--- src/shared/torque_pkg.sv ---
// package: constants, register map and types of the torque command selector
package torque_pkg;

  localparam int CMD_W = 16;
  localparam int ADDR_W = 16;

  // register offsets
  localparam logic [15:0] OFS_MODE = 16'h0102;
  localparam logic [15:0] OFS_TAU = 16'h010E;
  localparam logic [15:0] OFS_PRESET1 = 16'h0118;
  localparam logic [15:0] OFS_PRESET2 = 16'h011A;
  localparam logic [15:0] OFS_PRESET3 = 16'h011C;
  localparam logic [15:0] OFS_SCALE = 16'h0152;
  localparam logic [15:0] OFS_SRC = 16'h0200;
  localparam logic [15:0] OFS_CMD = 16'h0202;
  localparam logic [15:0] OFS_OUT = 16'h0204;

  // mode register fields
  localparam int MODE_ZERO_BIT = 0;
  localparam int MODE_LIMIT_BIT = 1;

  // reset values
  localparam logic [1:0] RST_MODE = 2'h0;
  localparam logic [15:0] RST_TAU = 16'h0000;
  localparam logic [15:0] RST_PRESET = 16'h0000;
  localparam logic [15:0] RST_SCALE = 16'h0064;

  // value ranges; commands are in 0.1 % of rated torque
  localparam int ANALOG_MAX_MV = 10000;
  localparam int PRESET_MAX_PCT = 300;
  localparam int SCALE_MAX_PCT = 1000;
  localparam int TAU_MAX_MS = 1000;
  localparam int CMD_PER_PCT = 10;
  localparam int SCALE_DIV = 1000;
  localparam logic signed [15:0] FULL_SCALE_CMD = 16'sh2710;

  // timing of the control-loop update
  localparam int CLK_PERIOD_NS = 5;
  localparam int TICK_PERIOD_NS = 50000;
  localparam int TICK_CYCLES = TICK_PERIOD_NS / CLK_PERIOD_NS;
  localparam int TICKS_PER_MS = 1000000 / TICK_PERIOD_NS;
  localparam int FILT_FRAC = 24;
  localparam int FILT_GAIN_NUM = (2 ** FILT_FRAC) / TICKS_PER_MS;

  typedef enum logic [4:0] {
    SRC_ANALOG = 5'h01,
    SRC_ZERO = 5'h02,
    SRC_PRESET1 = 5'h04,
    SRC_PRESET2 = 5'h08,
    SRC_PRESET3 = 5'h10
  } src_e;

endpackage

--- src/rtl/torque_smoother.sv ---
// first-order low-pass smoothing stage with bypass
`timescale 1ns/1ps
`default_nettype none
module torque_smoother (
  // clock and reset
  input wire logic mclk_i,
  input wire logic reset_i,
  // control
  input wire logic tick_i,
  input wire logic [15:0] tau_ms_i,
  // data
  input wire logic signed [15:0] cmd_i,
  output logic signed [15:0] cmd_o
);

  logic signed [39:0] acc_reg;
  logic [23:0] gain_reg;
  logic signed [16:0] diff;
  logic signed [41:0] prod;
  logic signed [41:0] acc_sum;

  // divider result is registered; a new nonzero tau takes effect one cycle late, a change to zero bypasses at once
  always_ff @(posedge mclk_i or posedge reset_i) begin
    if (reset_i) begin
      gain_reg <= 24'h000000;
    end else if (tau_ms_i == 16'h0000) begin
      gain_reg <= 24'h000000;
    end else begin
      gain_reg <= 24'(torque_pkg::FILT_GAIN_NUM / int'(tau_ms_i));
    end
  end

  always_comb begin
    diff = 17'(cmd_i) - 17'(cmd_o);
    prod = 42'(diff * $signed({1'b0, gain_reg}));
    acc_sum = 42'(acc_reg) + prod;
  end

  always_ff @(posedge mclk_i or posedge reset_i) begin
    if (reset_i) begin
      acc_reg <= 40'sh0000000000;
      cmd_o <= 16'sh0000;
    end else if (tau_ms_i == 16'h0000) begin
      acc_reg <= {cmd_i, 24'h000000};
      cmd_o <= cmd_i;
    end else if (tick_i) begin
      acc_reg <= acc_sum[39:0];
      cmd_o <= acc_sum[39:24];
    end
  end
endmodule
`default_nettype wire

--- src/rtl/torque_cmd_select.sv ---
// torque command source selection, scaling and smoothing
//
// Function
// - select inputs 00 in analog submode: command is the scaled +-10 V input.
// - select inputs 00 in zero-torque submode: command is forced to zero.
// - select code 01, 10, 11 picks preset one, two, three, each +-300 %.
// - a preset value becomes active only when a select input changes.
// - source follows both select inputs and the configured zero/analog submode.
// - select input off reads as 0, on reads as 1.
// - in position or speed mode the command becomes the torque limit.
// - command is low-pass smoothed with a 0 to 1000 ms time constant.
// - time constant zero bypasses the smoothing stage entirely.
// - current-loop gains are not reachable; only selection, scaling, smoothing are.
// - analog command is voltage times max analog scale divided by ten, percent.
`timescale 1ns/1ps
`default_nettype none
module torque_cmd_select #(
  parameter int TICK_CYCLES = torque_pkg::TICK_CYCLES
) (
  // clock and reset
  input wire logic mclk_i,
  input wire logic reset_i,

  // register port
  input wire logic [15:0] reg_addr_i,
  input wire logic [15:0] reg_wdata_i,
  input wire logic reg_wr_i,
  input wire logic reg_rd_i,
  output logic [15:0] reg_rdata_o,

  // select pins and analog sample
  input wire logic torque_select_bit0_i,
  input wire logic torque_select_bit1_i,
  input wire logic signed [15:0] analog_mv_i,

  // command outputs
  output logic signed [15:0] torque_demand_o,
  output logic signed [15:0] torque_limit_o,
  output logic limit_mode_o,
  output logic [4:0] cmd_source_o
);

  logic [1:0] mode_reg;
  logic [15:0] tau_reg;
  logic signed [15:0] preset_reg [3];
  logic [15:0] scale_reg;

  logic [1:0] sel_meta_reg;
  logic [1:0] sel_sync_reg;
  logic [1:0] sel_prev_reg;
  logic sel_change;
  logic signed [15:0] active_preset_reg;

  torque_pkg::src_e src_reg;
  torque_pkg::src_e src_next;

  logic signed [15:0] ana_clamped;
  logic signed [31:0] ana_prod;
  logic signed [15:0] ana_scaled;
  logic signed [15:0] cmd_sel_next;
  logic signed [15:0] cmd_sel_reg;
  logic signed [15:0] smooth_out;

  logic [15:0] tick_cnt_reg;
  logic tick;

  function automatic logic signed [15:0] sat16(
    input logic signed [31:0] v,
    input int lim
  );
    if (v > lim) begin
      return 16'(lim);
    end else if (v < -lim) begin
      return 16'(-lim);
    end
    return v[15:0];
  endfunction

  // register writes; values are clamped to their documented ranges
  always_ff @(posedge mclk_i or posedge reset_i) begin
    if (reset_i) begin
      mode_reg <= torque_pkg::RST_MODE;
      tau_reg <= torque_pkg::RST_TAU;
      scale_reg <= torque_pkg::RST_SCALE;
    end else if (reg_wr_i) begin
      unique case (reg_addr_i)
        torque_pkg::OFS_MODE: begin
          mode_reg <= reg_wdata_i[1:0];
        end
        torque_pkg::OFS_TAU: begin
          tau_reg <= 16'(sat16(32'(reg_wdata_i), torque_pkg::TAU_MAX_MS));
        end
        torque_pkg::OFS_SCALE: begin
          scale_reg <= 16'(sat16(32'(reg_wdata_i), torque_pkg::SCALE_MAX_PCT));
        end
        default: begin
        end
      endcase
    end
  end

  // no gain registers of the current loop exist, so writes elsewhere are dropped
  generate
    for (genvar i = 0; i < 3; i++) begin : g_preset
      always_ff @(posedge mclk_i or posedge reset_i) begin
        if (reset_i) begin
          preset_reg[i] <= torque_pkg::RST_PRESET;
        end else if (reg_wr_i && reg_addr_i == torque_pkg::OFS_PRESET1 + 16'(2 * i)) begin
          preset_reg[i] <= sat16(32'($signed(reg_wdata_i)), torque_pkg::PRESET_MAX_PCT);
        end
      end
    end
  endgenerate

  // select pins are asynchronous; two flops before use
  always_ff @(posedge mclk_i or posedge reset_i) begin
    if (reset_i) begin
      sel_meta_reg <= 2'h0;
      sel_sync_reg <= 2'h0;
    end else begin
      sel_meta_reg <= {torque_select_bit1_i, torque_select_bit0_i};
      sel_sync_reg <= sel_meta_reg;
    end
  end

  assign sel_change = sel_sync_reg != sel_prev_reg;

  // preset is captured on a select change only; later preset writes wait for the next change
  always_ff @(posedge mclk_i or posedge reset_i) begin
    if (reset_i) begin
      sel_prev_reg <= 2'h0;
      active_preset_reg <= 16'sh0000;
    end else begin
      sel_prev_reg <= sel_sync_reg;
      if (sel_change && sel_sync_reg != 2'h0) begin
        active_preset_reg <= preset_reg[sel_sync_reg - 2'h1];
      end
    end
  end

  // source uses the delayed code so that it lines up with the captured preset
  always_comb begin
    src_next = torque_pkg::SRC_ANALOG;
    unique case (sel_prev_reg)
      2'h0: begin
        if (mode_reg[torque_pkg::MODE_ZERO_BIT]) begin
          src_next = torque_pkg::SRC_ZERO;
        end else begin
          src_next = torque_pkg::SRC_ANALOG;
        end
      end
      2'h1: begin
        src_next = torque_pkg::SRC_PRESET1;
      end
      2'h2: begin
        src_next = torque_pkg::SRC_PRESET2;
      end
      2'h3: begin
        src_next = torque_pkg::SRC_PRESET3;
      end
    endcase
  end

  always_ff @(posedge mclk_i or posedge reset_i) begin
    if (reset_i) begin
      src_reg <= torque_pkg::SRC_ANALOG;
    end else begin
      src_reg <= src_next;
    end
  end

  // analog scaling: mV times percent over 1000 gives 0.1 % units
  always_comb begin
    ana_clamped = sat16(32'(analog_mv_i), torque_pkg::ANALOG_MAX_MV);
    ana_prod = 32'(ana_clamped) * $signed({16'h0000, scale_reg});
    ana_scaled = 16'(ana_prod / torque_pkg::SCALE_DIV);
  end

  always_comb begin
    cmd_sel_next = 16'sh0000;
    unique case (src_reg)
      torque_pkg::SRC_ANALOG: begin
        cmd_sel_next = ana_scaled;
      end
      torque_pkg::SRC_ZERO: begin
        cmd_sel_next = 16'sh0000;
      end
      torque_pkg::SRC_PRESET1,
      torque_pkg::SRC_PRESET2,
      torque_pkg::SRC_PRESET3: begin
        cmd_sel_next = 16'(active_preset_reg * torque_pkg::CMD_PER_PCT);
      end
    endcase
  end

  always_ff @(posedge mclk_i or posedge reset_i) begin
    if (reset_i) begin
      cmd_sel_reg <= 16'sh0000;
    end else begin
      cmd_sel_reg <= cmd_sel_next;
    end
  end

  // control-loop tick; shorten TICK_CYCLES in simulation
  always_ff @(posedge mclk_i or posedge reset_i) begin
    if (reset_i) begin
      tick_cnt_reg <= 16'h0000;
    end else if (tick) begin
      tick_cnt_reg <= 16'h0000;
    end else begin
      tick_cnt_reg <= tick_cnt_reg + 16'h0001;
    end
  end

  assign tick = tick_cnt_reg == 16'(TICK_CYCLES - 1);

  torque_smoother u_smooth (
    .mclk_i(mclk_i),
    .reset_i(reset_i),
    .tick_i(tick),
    .tau_ms_i(tau_reg),
    .cmd_i(cmd_sel_reg),
    .cmd_o(smooth_out)
  );

  // limit mode: the demand comes from the outer loop, this block bounds it
  always_ff @(posedge mclk_i or posedge reset_i) begin
    if (reset_i) begin
      torque_demand_o <= 16'sh0000;
      torque_limit_o <= torque_pkg::FULL_SCALE_CMD;
      limit_mode_o <= 1'b0;
      cmd_source_o <= torque_pkg::SRC_ANALOG;
    end else begin
      limit_mode_o <= mode_reg[torque_pkg::MODE_LIMIT_BIT];
      cmd_source_o <= src_reg;
      if (mode_reg[torque_pkg::MODE_LIMIT_BIT]) begin
        torque_demand_o <= 16'sh0000;
        torque_limit_o <= smooth_out;
      end else begin
        torque_demand_o <= smooth_out;
        torque_limit_o <= torque_pkg::FULL_SCALE_CMD;
      end
    end
  end

  // read data stand only in the cycle after the strobe
  always_ff @(posedge mclk_i or posedge reset_i) begin
    if (reset_i) begin
      reg_rdata_o <= 16'h0000;
    end else if (reg_rd_i) begin
      unique case (reg_addr_i)
        torque_pkg::OFS_MODE: begin
          reg_rdata_o <= {14'h0000, mode_reg};
        end
        torque_pkg::OFS_TAU: begin
          reg_rdata_o <= tau_reg;
        end
        torque_pkg::OFS_PRESET1: begin
          reg_rdata_o <= preset_reg[0];
        end
        torque_pkg::OFS_PRESET2: begin
          reg_rdata_o <= preset_reg[1];
        end
        torque_pkg::OFS_PRESET3: begin
          reg_rdata_o <= preset_reg[2];
        end
        torque_pkg::OFS_SCALE: begin
          reg_rdata_o <= scale_reg;
        end
        torque_pkg::OFS_SRC: begin
          reg_rdata_o <= {11'h000, src_reg};
        end
        torque_pkg::OFS_CMD: begin
          reg_rdata_o <= cmd_sel_reg;
        end
        torque_pkg::OFS_OUT: begin
          reg_rdata_o <= smooth_out;
        end
        default: begin
          reg_rdata_o <= 16'h0000;
        end
      endcase
    end else begin
      reg_rdata_o <= 16'h0000;
    end
  end
endmodule
`default_nettype wire

--- config.mk ---
export PLATFORM = sky130hd
export DESIGN_NAME = torque_cmd_select
export DESIGN_NICKNAME = d
export VERILOG_FILES = /design/src/shared/torque_pkg.sv /design/src/rtl/torque_smoother.sv /design/src/rtl/torque_cmd_select.sv
export SDC_FILE = /design/constraint.sdc
export NUM_CORES = 2
export LEC_CHECK = 0
export ABC_AREA = 0
export BUFFER_PORTS_ARGS = -buffer_cell sky130_fd_sc_hd__buf_2
export CAP_MARGIN = 5
export CELL_PAD_IN_SITES_DETAIL_PLACEMENT = 1
export CELL_PAD_IN_SITES_GLOBAL_PLACEMENT = 1
export CORE_ASPECT_RATIO = 1.25
export CORE_MARGIN = 1
export CORE_UTILIZATION = 39
export DETAILED_ROUTE_END_ITERATION = 16
export PLACE_DENSITY = 0.72
export SETUP_SLACK_MARGIN = 0.2
export SLEW_MARGIN = 20
export SYNTH_ARGS = -nofsm -noshare
export SYNTH_HDL_FRONTEND = slang
export SYNTH_SLANG_ARGS = --single-unit
--- constraint.sdc ---
create_clock -name mclk_i -period 96.4 [get_ports mclk_i]
set_input_delay 9.64 -clock mclk_i [delete_from_list [all_inputs] [get_ports mclk_i]]
set_output_delay 9.64 -clock mclk_i [all_outputs]
set_load 0.1 [all_outputs]
### Yosys cells after proc, flatten, opt, wreduce, memory -nomap -nowiden

Cells that the tools add are included.

| cells by class | value |
|---|---|
| add/subtract/negate cells | 4 |
| multipliers | 3 |
| div/mod/pow operators | 2 |
| magnitude comparators | 6 |
| equality and inequality tests | 19 |
| muxes and demuxes | 39 |
| bitwise gates (word level) | 1 |
| reduce and logical (&&, ||, !) cells | 12 |

Operators by type and width:

| kind | number |
|---|---|
| two-way mux 16 bit | 19 |
| one-hot mux 16 bit (9 select lines) | 1 |
| == test 16 x 9 -> 1 bit (second input constant) | 6 |
| two-way mux 40 bit | 2 |
| == test 16 x 10 -> 1 bit (second input constant) | 3 |
| one-hot mux 16 bit (3 select lines) | 1 |
| adder 40 bit | 1 |
| multiplier 17 x 25 -> 40 bit | 1 |
| binary-select mux 16 bit (select 2 bit) | 1 |
| divider 21 x 17 -> 32 bit (first input constant) | 1 |
| divider 32 x 11 -> 32 bit (second input constant) | 1 |
| greater-than comparator 16 x 10 -> 1 bit (second input constant) | 2 |
| multiplier 16 x 17 -> 32 bit | 1 |
| two-way mux 24 bit | 1 |
| one-hot mux 5 bit (4 select lines) | 1 |
| subtractor 16 x 16 -> 17 bit | 1 |
| adder 16 x 1 -> 16 bit (second input constant) | 1 |
| == test 16 x 14 -> 1 bit (second input constant) | 1 |
| greater-than comparator 16 x 15 -> 1 bit (second input constant) | 1 |
| logical NOT 16 bit | 1 |
| less-than comparator 16 x 10 -> 1 bit (second input constant) | 1 |
| less-than comparator 16 x 15 -> 1 bit (second input constant) | 1 |
| multiplier 16 x 4 -> 15 bit (second input constant) | 1 |
| two-way mux 1 bit | 12 |
| 17 further kinds | 24 |

| word-level totals | value |
|---|---|
| bits in registers | 275 |
| input bits | 54 |
| output and inout bits | 54 |
| word-level logic and storage cells | 107 |

### Logic depth before layout (Yosys ltp)

| logic depth | value |
|---|---|
| depth in word-level cells | 7 |
| mapped depth | 569 |
| depth with buffers taken out | 529 |

### Modules after synthesis

From an unflattened synthesis, not the netlist that was laid out.

| second synthesis, totals | value |
|---|---|
| cells, all modules | 8,505 |
| area, all modules | 67,379.6 sq um |

Modules (own cells, without submodules):

| module | times used | cells each | area an instance (sq um) | sequential area each (sq um) |
|---|---|---|---|---|
| torque_smoother | 1 | 5,380 | 41,096.9 | 1,601.5 |
| torque_cmd_select | 1 | 3,125 | 26,282.7 | 4,867.2 |

### Worst setup path after synthesis

OpenSTA, ideal clock, no wires.

| timing path | value |
|---|---|
| path kind | reg2reg |
| start | register tau_reg[0] |
| end | register u_smooth.gain_reg[0] |
| library setup time | 0.140 ns |
| arrival | 97.138 ns |
| required time | 96.260 ns |
| path slack | -0.878 ns |
| cell stages (with the launch flop) | 559 |
| buffers on the path | 51 |
| clock period less this slack | 97.278 ns |
| cells stage by stage | dfrtp_1 clkbuf_1 inv_1 clkbuf_1 buf_1 buf_1 ha_1 buf_2 nor2b_1 and3_1 ha_1 a21o_1 a32o_1 nor2b_1 ha_1 o21a_1 o21ai_0 nand4_1 [... 523 more ...] nand2_1 nor2_1 nand3_1 a211o_1 buf_2 buf_2 mux2_2 ha_1 a21oi_1 nor2b_1 o21ai_0 o31ai_1 nor2_1 o221ai_1 nor4_1 nand4_1 a2111oi_0 a31oi_1 |

| between the ends | value |
|---|---|
| cells in the longest elaborated chain, start to end | 2 |
| elaborated cells on any way between the ends | 3 |
| classes of those cells | div: 1; mux: 1; reduce/logical: 1 |

Ends and longest elaborated chain:

| what | RTL line | text |
|---|---|---|
| start, declared | torque_cmd_select.sv:44 | `logic [15:0] tau_reg;` |
| start signal, assigned | torque_cmd_select.sv:83 | `tau_reg <= torque_pkg::RST_TAU;` |
| start signal, assigned | torque_cmd_select.sv:91 | `tau_reg <= 16'(sat16(32'(reg_wdata_i), torque_pkg::TAU_MAX_MS));` |
| divider 21 x 17 -> 32 bit / logical NOT 16 bit (equally long branches) | torque_smoother.sv:29, torque_smoother.sv:26 |  |
| two-way mux 24 bit * | torque_smoother.sv:26 | `end else if (tau_ms_i == 16'h0000) begin` |
| end signal, assigned | torque_smoother.sv:29 | `gain_reg <= 24'(torque_pkg::FILT_GAIN_NUM / int'(tau_ms_i));` |
| end, declared | torque_smoother.sv:17 | `logic [23:0] gain_reg;` |

Mark *: on every way between the ends. The rest lies on a longest branch, timed or not.
A chain may end at the register's enable or synchronous reset.

### Worst setup path after layout

| timing path | value |
|---|---|
| start | register tau_reg[13] |
| end | register u_smooth.gain_reg[0] |

Same word-level chain as after synthesis.

==> impl_metrics.csv <==
group,metric,value,unit
status,outcome,"finished clean",
placement,routabilityCongestion,0.8889,
route,routed_wl,215.7,mm
synth,yosys.cell_count.top_type,"sky130_fd_sc_hd__nand2_1",
synth,synth_async_sr_flop_share,100.0,%
synth,synth_top_family_by_area,"adder cells",
placement,place_area,66070,sq um
sta,finalMaxSlewViolations,0,
worst_setup_path,arrival,90.07,ns
route,detailedRoute.firstPassIterationCount,5,
sta,final.period_utilization,92.98,%
worst_setup_path,crit-reg2reg-launch,"tau_reg[13]",
sta,worstMarginPinSlew,1.089,ns
worst_setup_path,timing.critical_path.slowest_cell_delay,0.58,ns
layout,post_route_cells_drive_above_1_share,9.864,%
worst_setup_path,crit_path_start_kind,"flop",
synth,number_of_different_library_cells_in_the_post_synthesis_netlist,137,
route,final_antenna_net_count,0,
synth,syn-instance-count,7950,
floorplanning,starting_density_of_the_core,39.24,%
synth,synth_xor_area_share,5.249,%
grt,overflow_left_after_global_routing,0,
clocking,clock_tree.htree_level_count,2,
job,max_cap_viol_count,0,
layout,layout.cell_area.non_filler,68220,sq um
floorplanning,die_area,162200,sq um
clocking,cts-root-buf,"sky130_fd_sc_hd__clkbuf_16",
layout,layout.area.seq,6471,sq um
layout,n_fill_cell,19450,
clocking,numCtsBuffers,34,
sta,fin_skew,0.03055,ns
floorplanning,core-area,159600,sq um
worst_setup_path,r2r_endpoint,"u_smooth.gain_reg[0]",
worst_setup_path,critPathSlowestCell,"sky130_fd_sc_hd__or4_4",
worst_setup_path,criticalPathCategory,"flop to flop",
clocking,cts.sinks,258,
route,routed_wire_length_per_instance,21.32,um
sta,final-hold-violation-count,0,
sta,slew-limit-headroom,26.74,%
route,drc,0,
synth,synth_compound_area_share,20.19,%
route,dr_total_vias,58720,
synth,synth.cell_area,62640,sq um
grt,maximum_number_of_pins_on_one_net_before_global_route_repair,148,
synth,synthMuxAreaShare,4.139,%
worst_setup_path,r2r_slack,6.77,ns
worst_setup_path,worst_setup_path_end_kind,"flop",
worst_setup_path,capture_point_of_the_worst_path,"u_smooth.gain_reg[0]",
placement,port_buffer_count,107,
layout,total_number_of_nets_in_the_final_design,9284,
floorplanning,dieHeight,450.1,um
floorplanning,die_width,360.5,um
clocking,cts_buffer_depth,3,
worst_setup_path,critPathRequiredTime,96.84,ns
sta,achievable-frequency,11.16,MHz
placement,detailedPlacementHpwl,168.8,mm
grt,grt_usage,26.20,%
layout,largest_register_ffs,48,
sta,post_layout_min_period,89.63,ns
grt,grt_antenna_before_repair,11,
route,drt_first_iter_violations,3403,
floorplanning,std_cell_rows,164,
synth,yosys_register_bits,258,
synth,synth_enable_flop_cells,0,
clocking,clock_insertion_delay_worst_skew,0.59,ns
synth,seq_area_frac_synth,10.33,%
clocking,cts_tree,"yes",
synth,ys_dominant_reg_cell,"sky130_fd_sc_hd__dfrtp_1",
worst_setup_path,path_common_cell,"sky130_fd_sc_hd__o21a_1",
grt,grt_pass1_vias,62780,
synth,post_synth_most_frequent_cells,"sky130_fd_sc_hd__nand2_1 (926), sky130_fd_sc_hd__inv_1 (834), sky130_fd_sc_hd__nor2_1 (714)",
clocking,cts.reportedPaths.clkPinSlew,0.07,ns
worst_setup_path,timing.critical_path.from,"tau_reg[13]",
synth,yosysWarnings,0,
worst_setup_path,crit_path_max_fanout,23,
layout,area.growth.synth_to_final,8.896,%
layout,area_of_the_multi_input_gates,52760,sq um
synth,synth_largest_area_cell,"sky130_fd_sc_hd__fa_1",
synth,synth.net_count,9219,
synth,post_synthesis_simple_gate_area_fraction,22.15,%
floorplanning,boundaryPins,108,
min_path,min-delay-path-class,"flop to flop",
synth,syn-mean-instance-area,7.880,sq um
route,drt-vias-per-instance,5.805,
grt,grt_first_pass_wirelength,344.9,mm
sta,timing.final.setup_violations,0,
synth,synth.area.top_cells,"sky130_fd_sc_hd__fa_1 (18%), sky130_fd_sc_hd__ha_1 (13%), sky130_fd_sc_hd__dfrtp_1 (9.9%)",
worst_setup_path,number_of_cells_on_the_worst_reg_to_reg_path,524,
synth,synth_top_cell_area_share,18.02,%
synth,synthAdderAreaFrac,31.15,%
clocking,hold_buffers,0,
[how the worst min path moves through the flow]
| stage | startpoint | endpoint | slack, ns | cells past startpoint |
|---|---|---|---|---|
| 2_1_floorplan | sel_meta_reg[0] | sel_sync_reg[0] | 0.33 | 0 |
| 3_3_place_gp | sel_meta_reg[0] | sel_sync_reg[0] | 0.34 | 0 |
| 3_5_place_dp | sel_meta_reg[1] | sel_sync_reg[1] | 0.35 | 0 |
| 4_1_cts | sel_meta_reg[1] | sel_sync_reg[1] | 0.36 | 0 |
| 5_1_grt | sel_meta_reg[1] | sel_sync_reg[1] | 0.37 | 0 |
| 6_report | sel_meta_reg[1] | sel_sync_reg[1] | 0.35 | 0 |
[cells in the final DEF, fill, tap and decap left out, types with 148 or more instances in the layout]
master / instances
sky130_fd_sc_hd__xnor2_1: 237
sky130_fd_sc_hd__buf_4: 187
sky130_fd_sc_hd__ha_1: 650
sky130_fd_sc_hd__o21a_1: 150
sky130_fd_sc_hd__a21oi_1: 356
sky130_fd_sc_hd__inv_1: 832
sky130_fd_sc_hd__and2_1: 345
sky130_fd_sc_hd__dfrtp_1: 246
sky130_fd_sc_hd__nor2_1: 704
sky130_fd_sc_hd__fa_1: 564
sky130_fd_sc_hd__nor3_1: 148
sky130_fd_sc_hd__nand2_1: 920
sky130_fd_sc_hd__nand2b_1: 178
sky130_fd_sc_hd__o21ai_0: 348
[final cells by class]
| cell class | count | share of cell area (%) |
|---|---|---|
| flip-flops and latches | 258 | 9.486 |
| inverters | 835 | 4.624 |
| multi-input cells | 6581 | 77.34 |
| diodes | 2 | 0.007337 |
| clock buffers | 45 | 1.383 |
| well taps | 2075 | 3.806 |
| repair buffers | 305 | 3.100 |
| clock inverters | 15 | 0.2513 |
[critical path, delay by kind of cell (launching register included)]
family	cells	cell delay, ns
compound gates	311	52.52
fa+ha+maj	30	9.36
buf+inv	19	2.89
flops	1	0.42
mux	8	2.30
simple gates	156	21.92
[logic make-up (layout without fill, tap and decap cells)]
logic type / after synthesis / in the layout
xor+xnor: 372 / 372
compound gates: 1881 / 1882
flops: 258 / 258
other cells: 0 / 2
fa+ha+maj: 1223 / 1223
simple gates: 2865 / 2865
mux: 239 / 239
buf+inv: 1112 / 1200
[timing repair]
action | CTS | global route
hold endpoints to repair | 0 | 0
gates resized for setup | 41 | 209
setup buffers | 10 | 30
pin swaps | 6 | 54
cloned | 0 | 1
endpoints found under the setup margin | 2 | 3
[per-layer routing]
metal | global-route usage [%] | vias up | wire length [um]
met1 | 33.99 | 29890 | 96170
li1 | - | 27430 | -
met5 | 0 | - | 68
met4 | 6.356 | 10 | 5430
met2 | 46.55 | 1080 | 106400
met3 | 2.359 | 311 | 7623
[through the flow]
| stage | TNS [ns] | std cells | worst slack, ns | hold slack, ns | util [%] |
|---|---|---|---|---|---|
| 2_1_floorplan | 0 | 7950 | 0.3034 | 0.3312 | - |
| 3_3_place_gp | 0 | 10010 | 0.8617 | 0.3439 | 41.39 |
| 3_5_place_dp | -4.095 | 10010 | -2.937 | 0.3464 | 41.39 |
| 4_1_cts | 0 | 10080 | 0.2269 | 0.3590 | 42.24 |
| 5_1_grt | -0.1676 | 10120 | -0.1676 | 0.3739 | 42.73 |
| 6_report | 0 | 10120 | 6.765 | 0.3540 | 42.73 |
Power is left out: the tool's default activity adds up to more than one toggle a clock period on the data nets, which glitch-free logic cannot reach.
